<file path="src/mcs_pkg.sv">
package mcs_pkg;

    // =====================================================================
    // widths
    localparam int DATA_W = 64;
    localparam int KEEP_W = 8;
    localparam int IFG_W = 8;
    // user vector is one bit, or 128 bits with timestamping built in
    localparam int TUSER_W_PLAIN = 1;
    localparam int TUSER_W_PTP = 128;
    localparam int UNDERRUN_BIT = 0;

    // =====================================================================
    // values after reset and counts
    localparam logic [KEEP_W-1:0] KEEP_FULL = 8'hFF;
    localparam logic [KEEP_W-1:0] KEEP_NONE = 8'h00;
    localparam logic [IFG_W-1:0] IFG_RESET = 8'h00;
    // minimum idle words between packets, added to the client adjustment
    localparam logic [IFG_W-1:0] IFG_MIN_WORDS = 8'h01;
    localparam logic VERDICT_BAD = 1'b0;
    localparam logic VERDICT_GOOD = 1'b1;

    // =====================================================================
    // states
    typedef enum logic [1:0] {
        TX_IDLE = 2'b00,
        TX_DATA = 2'b01,
        TX_GAP = 2'b10
    } mcs_tx_state_type;

endpackage : mcs_pkg

</file>
<file path="src/mcs_stream_if.sv">
`timescale 1ns/1ps
`default_nettype none
interface mcs_stream_if #(
    parameter int TUSER_W = mcs_pkg::TUSER_W_PLAIN
) (
    input wire logic clk
);
    // transmit: client to device
    logic tx_aresetn;
    logic [mcs_pkg::DATA_W-1:0] tx_tdata;
    logic [mcs_pkg::KEEP_W-1:0] tx_tkeep;
    logic tx_tvalid;
    logic [TUSER_W-1:0] tx_tuser;
    logic tx_tlast;
    logic tx_tready;
    logic [mcs_pkg::IFG_W-1:0] tx_ifg_adjust;
    // receive: device to client, no ready
    logic rx_aresetn;
    logic [mcs_pkg::DATA_W-1:0] rx_tdata;
    logic [mcs_pkg::KEEP_W-1:0] rx_tkeep;
    logic rx_tvalid;
    logic rx_tuser;
    logic rx_tlast;

    modport device (
        input tx_aresetn, tx_tdata, tx_tkeep, tx_tvalid, tx_tuser, tx_tlast,
        input tx_ifg_adjust, rx_aresetn,
        output tx_tready, rx_tdata, rx_tkeep, rx_tvalid, rx_tuser, rx_tlast
    );
    modport client (
        output tx_aresetn, tx_tdata, tx_tkeep, tx_tvalid, tx_tuser, tx_tlast,
        output tx_ifg_adjust, rx_aresetn,
        input tx_tready, rx_tdata, rx_tkeep, rx_tvalid, rx_tuser, rx_tlast
    );
endinterface : mcs_stream_if
`default_nettype wire

</file>
<file path="src/mcs_device.sv">
`timescale 1ns/1ps
`default_nettype none
module mcs_device #(
    parameter int TUSER_W = mcs_pkg::TUSER_W_PLAIN
) (
    input wire logic clk,
    mcs_stream_if.device bus,
    // line side: transmitted words towards the encoder
    output logic [mcs_pkg::DATA_W-1:0] line_tx_data,
    output logic [mcs_pkg::KEEP_W-1:0] line_tx_keep,
    output logic line_tx_valid,
    output logic line_tx_last,
    output logic line_tx_abort,
    // line side: decoded words from the receiver
    input wire logic [mcs_pkg::DATA_W-1:0] line_rx_data,
    input wire logic [mcs_pkg::KEEP_W-1:0] line_rx_keep,
    input wire logic line_rx_valid,
    input wire logic line_rx_last,
    input wire logic line_rx_fcs_ok
);

    // =====================================================================
    // transmit path
    localparam int LANE_W = mcs_pkg::DATA_W / mcs_pkg::KEEP_W;
    mcs_pkg::mcs_tx_state_type tx_state_r;
    logic [mcs_pkg::IFG_W:0] gap_cnt_r;
    logic [mcs_pkg::IFG_W:0] gap_load;
    logic gap_done;
    logic tx_ready_r;
    logic aborting_r;
    logic tx_take;
    logic tx_take_last;
    logic tx_underrun;

    assign bus.tx_tready = tx_ready_r;
    assign tx_take = bus.tx_tvalid & tx_ready_r;
    assign tx_take_last = tx_take & bus.tx_tlast;
    assign tx_underrun = bus.tx_tuser[mcs_pkg::UNDERRUN_BIT];
    // one spare bit so the largest adjustment plus the minimum cannot wrap
    assign gap_load = {1'b0, bus.tx_ifg_adjust} + {1'b0, mcs_pkg::IFG_MIN_WORDS};
    assign gap_done = (gap_cnt_r <= (mcs_pkg::IFG_W+1)'(1));

    // =====================================================================
    // transmit state
    // a last word goes straight to the gap, whichever state took it
    always_ff @(posedge clk) begin
        if (!bus.tx_aresetn) begin
            tx_state_r <= mcs_pkg::TX_IDLE;
        end else begin
            unique case (tx_state_r)
                mcs_pkg::TX_IDLE: begin
                    if (tx_take_last) begin
                        tx_state_r <= mcs_pkg::TX_GAP;
                    end else if (tx_take) begin
                        tx_state_r <= mcs_pkg::TX_DATA;
                    end
                end
                mcs_pkg::TX_DATA: begin
                    if (tx_take_last) begin
                        tx_state_r <= mcs_pkg::TX_GAP;
                    end
                end
                mcs_pkg::TX_GAP: begin
                    if (gap_done) begin
                        tx_state_r <= mcs_pkg::TX_IDLE;
                    end
                end
                default: begin
                    tx_state_r <= mcs_pkg::TX_IDLE;
                end
            endcase
        end
    end

    // ready held through the packet so no word is throttled; low only for the gap
    always_ff @(posedge clk) begin
        if (!bus.tx_aresetn) begin
            tx_ready_r <= 1'b0;
        end else if (tx_take_last) begin
            tx_ready_r <= 1'b0;
        end else begin
            unique case (tx_state_r)
                mcs_pkg::TX_IDLE: begin
                    tx_ready_r <= 1'b1;
                end
                mcs_pkg::TX_DATA: begin
                    tx_ready_r <= tx_ready_r;
                end
                mcs_pkg::TX_GAP: begin
                    tx_ready_r <= gap_done;
                end
                default: begin
                    tx_ready_r <= 1'b0;
                end
            endcase
        end
    end

    // idle spacing in words, loaded as the last word is taken
    always_ff @(posedge clk) begin
        if (!bus.tx_aresetn) begin
            gap_cnt_r <= '0;
        end else if (tx_take_last) begin
            gap_cnt_r <= gap_load;
        end else if (tx_state_r == mcs_pkg::TX_GAP) begin
            gap_cnt_r <= gap_done ? '0 : gap_cnt_r - (mcs_pkg::IFG_W+1)'(1);
        end
    end

    // once underrun is seen the rest of the packet is dropped
    always_ff @(posedge clk) begin
        if (!bus.tx_aresetn) begin
            aborting_r <= 1'b0;
        end else if (tx_take) begin
            aborting_r <= (aborting_r | tx_underrun) & ~bus.tx_tlast;
        end
    end

    // =====================================================================
    // transmit line side
    always_ff @(posedge clk) begin
        if (!bus.tx_aresetn) begin
            line_tx_valid <= 1'b0;
            line_tx_last <= 1'b0;
            line_tx_abort <= 1'b0;
        end else begin
            line_tx_valid <= tx_take & ~aborting_r;
            line_tx_last <= tx_take_last & ~aborting_r;
            // the abort pulse rides on the underrun word; the line side closes the frame there
            line_tx_abort <= tx_take & tx_underrun & ~aborting_r;
        end
    end

    // =====================================================================
    // receive path: no ready, each decoded word forwarded next cycle
    always_ff @(posedge clk) begin
        if (!bus.rx_aresetn) begin
            bus.rx_tvalid <= 1'b0;
            bus.rx_tlast <= 1'b0;
            bus.rx_tuser <= mcs_pkg::VERDICT_BAD;
        end else begin
            bus.rx_tvalid <= line_rx_valid;
            bus.rx_tlast <= line_rx_valid & line_rx_last;
            // verdict only meaningful on the last word
            bus.rx_tuser <= (line_rx_valid & line_rx_last & line_rx_fcs_ok)
                ? mcs_pkg::VERDICT_GOOD : mcs_pkg::VERDICT_BAD;
        end
    end

    // =====================================================================
    // byte lanes: each word held lane by lane, qualifier bit i beside lane i
    logic [LANE_W-1:0] tx_lane_data_r [mcs_pkg::KEEP_W];
    logic tx_lane_keep_r [mcs_pkg::KEEP_W];
    logic [LANE_W-1:0] rx_lane_data_r [mcs_pkg::KEEP_W];
    logic rx_lane_keep_r [mcs_pkg::KEEP_W];

    for (genvar i = 0; i < mcs_pkg::KEEP_W; i++) begin : g_lane
        // lanes are captured every cycle; only the valid strobe says they mean anything
        always_ff @(posedge clk) begin
            if (!bus.tx_aresetn) begin
                tx_lane_data_r[i] <= '0;
                tx_lane_keep_r[i] <= 1'b0;
            end else begin
                tx_lane_data_r[i] <= bus.tx_tdata[i*LANE_W +: LANE_W];
                tx_lane_keep_r[i] <= bus.tx_tkeep[i];
            end
        end
        always_ff @(posedge clk) begin
            if (!bus.rx_aresetn) begin
                rx_lane_data_r[i] <= '0;
                rx_lane_keep_r[i] <= 1'b0;
            end else begin
                rx_lane_data_r[i] <= line_rx_data[i*LANE_W +: LANE_W];
                // an idle cycle shows no lanes, so a qualifier never stands without valid
                rx_lane_keep_r[i] <= line_rx_valid & line_rx_keep[i];
            end
        end
    end

    // lanes rejoined into whole words; pure wiring, so the outputs stay registered
    always_comb begin
        for (int i = 0; i < mcs_pkg::KEEP_W; i++) begin
            line_tx_data[i*LANE_W +: LANE_W] = tx_lane_data_r[i];
            line_tx_keep[i] = tx_lane_keep_r[i];
            bus.rx_tdata[i*LANE_W +: LANE_W] = rx_lane_data_r[i];
            bus.rx_tkeep[i] = rx_lane_keep_r[i];
        end
    end

endmodule : mcs_device
`default_nettype wire

</file>
<file path="src/flat_wrapper.sv">
// flat-port wrapper written by rule: the top's interface ports become plain ports
module mcs_device_flat 
#(
    parameter int TUSER_W = mcs_pkg::TUSER_W_PLAIN
)
  (clk, line_tx_data, line_tx_keep, line_tx_valid, line_tx_last, line_tx_abort, line_rx_data, line_rx_keep, line_rx_valid, line_rx_last, line_rx_fcs_ok, bus_tx_aresetn, bus_tx_tdata, bus_tx_tkeep, bus_tx_tvalid, bus_tx_tuser, bus_tx_tlast, bus_tx_ifg_adjust, bus_rx_aresetn, bus_tx_tready, bus_rx_tdata, bus_rx_tkeep, bus_rx_tvalid, bus_rx_tuser, bus_rx_tlast);
  mcs_stream_if #(.TUSER_W(TUSER_W)) bus_i (.clk(clk));
  input wire logic clk;
  output logic [mcs_pkg::DATA_W-1:0] line_tx_data;
  output logic [mcs_pkg::KEEP_W-1:0] line_tx_keep;
  output logic line_tx_valid;
  output logic line_tx_last;
  output logic line_tx_abort;
  input wire logic [mcs_pkg::DATA_W-1:0] line_rx_data;
  input wire logic [mcs_pkg::KEEP_W-1:0] line_rx_keep;
  input wire logic line_rx_valid;
  input wire logic line_rx_last;
  input wire logic line_rx_fcs_ok;
  input wire logic [$bits(bus_i.tx_aresetn)-1:0] bus_tx_aresetn;
  input wire logic [$bits(bus_i.tx_tdata)-1:0] bus_tx_tdata;
  input wire logic [$bits(bus_i.tx_tkeep)-1:0] bus_tx_tkeep;
  input wire logic [$bits(bus_i.tx_tvalid)-1:0] bus_tx_tvalid;
  input wire logic [$bits(bus_i.tx_tuser)-1:0] bus_tx_tuser;
  input wire logic [$bits(bus_i.tx_tlast)-1:0] bus_tx_tlast;
  input wire logic [$bits(bus_i.tx_ifg_adjust)-1:0] bus_tx_ifg_adjust;
  input wire logic [$bits(bus_i.rx_aresetn)-1:0] bus_rx_aresetn;
  output wire logic [$bits(bus_i.tx_tready)-1:0] bus_tx_tready;
  output wire logic [$bits(bus_i.rx_tdata)-1:0] bus_rx_tdata;
  output wire logic [$bits(bus_i.rx_tkeep)-1:0] bus_rx_tkeep;
  output wire logic [$bits(bus_i.rx_tvalid)-1:0] bus_rx_tvalid;
  output wire logic [$bits(bus_i.rx_tuser)-1:0] bus_rx_tuser;
  output wire logic [$bits(bus_i.rx_tlast)-1:0] bus_rx_tlast;
  assign bus_i.tx_aresetn = bus_tx_aresetn;
  assign bus_i.tx_tdata = bus_tx_tdata;
  assign bus_i.tx_tkeep = bus_tx_tkeep;
  assign bus_i.tx_tvalid = bus_tx_tvalid;
  assign bus_i.tx_tuser = bus_tx_tuser;
  assign bus_i.tx_tlast = bus_tx_tlast;
  assign bus_i.tx_ifg_adjust = bus_tx_ifg_adjust;
  assign bus_i.rx_aresetn = bus_rx_aresetn;
  assign bus_tx_tready = bus_i.tx_tready;
  assign bus_rx_tdata = bus_i.rx_tdata;
  assign bus_rx_tkeep = bus_i.rx_tkeep;
  assign bus_rx_tvalid = bus_i.rx_tvalid;
  assign bus_rx_tuser = bus_i.rx_tuser;
  assign bus_rx_tlast = bus_i.rx_tlast;
  mcs_device #(.TUSER_W(TUSER_W)) u_core (.clk(clk), .bus(bus_i), .line_tx_data(line_tx_data), .line_tx_keep(line_tx_keep), .line_tx_valid(line_tx_valid), .line_tx_last(line_tx_last), .line_tx_abort(line_tx_abort), .line_rx_data(line_rx_data), .line_rx_keep(line_rx_keep), .line_rx_valid(line_rx_valid), .line_rx_last(line_rx_last), .line_rx_fcs_ok(line_rx_fcs_ok));
endmodule
</file>
<file path="config.mk">
export PLATFORM = sky130hd
export DESIGN_NAME = mcs_device_flat
export DESIGN_NICKNAME = d
export VERILOG_FILES = /design/src/mcs_pkg.sv /design/src/mcs_stream_if.sv /design/src/mcs_device.sv /design/src/flat_wrapper.sv
export SDC_FILE = /design/constraint.sdc
export NUM_CORES = 1
export LEC_CHECK = 0
export BUFFER_PORTS_ARGS = -buffer_cell sky130_fd_sc_hd__buf_2
export CAP_MARGIN = 20
export CORE_ASPECT_RATIO = 1.1
export CORE_MARGIN = 5
export CORE_UTILIZATION = 38
export CTS_CLUSTER_DIAMETER = 80
export CTS_CLUSTER_SIZE = 16
export DETAILED_ROUTE_END_ITERATION = 16
export GPL_TIMING_DRIVEN = 0
export HOLD_SLACK_MARGIN = 0.15
export MAX_ROUTING_LAYER = met4
export PLACE_DENSITY = 0.76
export REMOVE_ABC_BUFFERS = 1
export SYNTH_ARGS = -nofsm -noshare
export SYNTH_HDL_FRONTEND = slang
export SYNTH_SLANG_ARGS = --single-unit
</file>
<file path="constraint.sdc">
create_clock -name clk -period 1.6 [get_ports clk]
set_input_delay 0.48 -clock clk [delete_from_list [all_inputs] [get_ports clk]]
set_output_delay 0.48 -clock clk [all_outputs]
set_load 0.1 [all_outputs]
</file>
==> metrics.md <==
| Metric | Value |
|---|---|
| Status | `completed` |
| Initial antenna violation count | `2` |
| TritonCTS clock tree | `done` |
| Class of the worst hold path | `input pin to flop` |
| Drt initial violations | `205` |
| R2R Setup Slk | `0.03 ns` |
| Crit path DAT | `1.91 ns` |
| Final Setup Violations | `0` |
| Filler Cells Inserted | `1036` |
| Setup ws final | `0.0308 ns` |
| Worst VDD drop | `0.921 mV` |
| Final GP Congestion | `0.749` |
| GRT Total Usage | `18.6%` |
| Hold endpoint | `u_core.bus.rx_tuser` |
| Post-CTS Hold Buffers | `0` |
| Final ANT Viol Nets | `0` |
| Row count | `43` |
| Top cells by count, synth | `dfxtp_1, and2_1, clkbuf_1` |
| Core Region | `12600 um^2` |
| Hold depth | `2` |
| R2r endpoint | `u_core.gap_cnt_r[6]` |
| Final wirelength | `14200 um` |
| Nets | `903` |
| Avg Cell Area, Syn | `11.4 um^2` |
| Req. time, crit path | `1.94 ns` |
| Worst Setup Path Type | `flop to flop` |
| Cell with the most instances after synthesis | `dfxtp_1` |
| Largest net degree at the start of global routing | `84` |
| Slew headroom | `39.3%` |
| Crit path capture type | `flop` |
| First-pass GRT wire length | `21200 um` |
| Synth top area share | `67.2%` |
| Vias per cell | `4.38` |
| CTS clock-pin slew for the worst setup and hold paths | `0.06 ns` |
| Final Skew | `0.00541 ns` |
| RSZ-0062 raised after global routing | `true` |
| Hold path start | `line_rx_fcs_ok` |
| Top_reg_cell synth | `dfxtp_1` |
| # H-tree levels | `4` |
| DRT Pass-1 Iters | `4` |
| Post-synthesis sequential area ratio | `67.2%` |
| FF-to-FF Start | `u_core.gap_cnt_r[0]` |
| Io pins | `312` |
| Final Core Density | `60.7%` |
| DIE HEIGHT | `129 um` |
| Syn. warnings | `0` |
| Ys async rst share | `0%` |
| HPWL Detailed | `10600 um` |
| Global route overflow | `0` |
| Post-DR wirelength/cell | `15.6 um` |
| Pwr dens | `1450 nW/um^2` |
| Top cells by area, synth | `dfxtp_1, and2_1, and3_1` |
| Worst hold slack | `0.256 ns` |
| CP startpoint kind | `flop` |
| Post-route DRC | `0` |
| Met1 wire length | `5380 um` |
| Initial Util | `38.6%` |
| IO buf count | `311` |
| Wire length on met2 | `7620 um` |
| Clk Latency, worst-skew pair | `0.42 ns` |
| Max layer used | `met4` |
| CTS Root Cell | `clkbuf_16` |
| Post-synthesis cell area | `4860 um^2` |
| Syn Inst Count | `426` |
| EDFF count, synth | `0` |
| Cell taking the most area after synthesis | `dfxtp_1` |
| CP Max Fanout | `7` |
| Leakage | `3.76 nW` |
| Synth cell types | `39` |
| Cell Area, Placed | `6520 um^2` |
| Slew @ Worst Pin | `0.910 ns` |
| Number of buffers created by CTS | `17` |
| Crit share post-route | `98.1%` |
| Final hold violations | `0` |
| Place WS | `-0.797 ns` |
| Share of cells above drive strength 1 | `47.9%` |
| Die span in x | `118 um` |
| Max Slew Vio Count | `0` |
| #FFs+latches synth | `163` |
| Wire length on met3 | `982 um` |
| Max Clk Rate | `637 MHz` |
| Vias in the first global route | `3991` |
| Cell area after layout | `7640 um^2` |
| Die Footprint | `15100 um^2` |
| Area Overhead vs Synth | `57.2%` |
| Clock sinks | `163` |
| CTS Buffer Depth | `2` |
| Max-Cap Viols | `0` |
| Final Critical Period | `1.57 ns` |
| Via count | `3991` |
| Reg2Reg Depth | `6` |
## worst max-delay path: stages (launching register included)
cell and delay, ns:
dfxtp_4 0.40, inv_1 0.05, ha_1 0.22, or3b_4 0.27, nor3_4 0.05, a211o_2 0.33
a22oi_1 0.17
## metal layers
layer	track usage [%]	vias to the layer above
li1	-	2001
met1	20.1	1810
met2	31.7	157
met3	6.46	23
met4	7.02	0
met5	-	-
## worst max-delay path by stage
stage	startpoint	to	slack (ns)	depth (start not counted)
final	u_core.gap_cnt_r[0]	u_core.gap_cnt_r[6]	0.03	6
after global routing	u_core.gap_cnt_r[1]	u_core.gap_cnt_r[2]	-0.03	6
after CTS	u_core.gap_cnt_r[0]	u_core.gap_cnt_r[6]	0.0004	6
after detailed placement	bus_tx_aresetn	u_core.gap_cnt_r[6]	-0.80	4
after global placement	bus_tx_aresetn	u_core.gap_cnt_r[6]	-0.82	4
after floorplan	u_core.bus.tx_tready	u_core.gap_cnt_r[6]	-0.35	3
## cell usage in the layout, fill, tap and decap left out, types with 3 or more instances in the layout
| master | n |
|---|---|
| nand2_1 | 7 |
| nand4_1 | 3 |
| xor2_1 | 3 |
| nor2b_1 | 3 |
| and3_1 | 11 |
| and2_1 | 140 |
| o21ai_0 | 4 |
| buf_2 | 159 |
| clkbuf_8 | 4 |
| bufinv_16 | 3 |
| clkbuf_16 | 17 |
| nor2_1 | 11 |
| inv_1 | 5 |
| a21oi_1 | 10 |
| buf_4 | 152 |
| nand3_1 | 4 |
| clkinv_4 | 3 |
| dfxtp_1 | 160 |
| nor3_1 | 6 |
## power breakdown
group | switching (W) | leakage [nW] | internal (W)
clock | 0.00158 | 0.313 | 0.00264
sequential | 0.000101 | 1.36 | 0.00429
combinational | 0.00185 | 2.09 | 0.000630
## registers in the layout (all words and copies together) (netlist names), 2 cells and up
register,count
u_core.rx_lane_keep_r,8
u_core.gap_cnt_r,9
u_core.tx_lane_data_r,64
u_core.tx_state_r,2
u_core.rx_lane_data_r,64
u_core.tx_lane_keep_r,8
## stage by stage
stage,setup TNS (ns),power (W),std cells
global placement,-9.93,0.00672,874
floorplan,-2.58,0.00622,406
global route,-0.0597,0.0115,911
CTS,0,0.0112,908
detailed placement,-10.13,0.00674,874
finish,0,0.0111,911
## kinds of logic after synthesis
kind of cell    Yosys count  synth area share [%]
fa+ha+maj                 3                 0.773
compound gates           33                  4.51
buf+inv                  26                  2.24
simple gates            194                  24.0
xor+xnor                  5                 0.902
flops                   163                  67.2
mux                       2                 0.412
## timing repair
action	4_1_cts	5_1_grt
resized for setup	166	7
buffers inserted	1	1
endpoints found under the setup margin	163	3
pin swaps	2	1
cloned	1	0
## area by class of cell
cell class | count | area (um^2) | share of cell area (%)
Antenna cell | 2 | 5.00 | 0.0655
Clock buffer | 22 | 484 | 6.34
Clock inverter | 10 | 146 | 1.92
Inverter | 6 | 25.0 | 0.328
Multi-Input combinational cell | 238 | 1540 | 20.2
Sequential cell | 163 | 3270 | 42.8
Tap cell | 157 | 196 | 2.57
Timing Repair Buffer | 313 | 1960 | 25.7
Power figures use the tool's default switching activity.
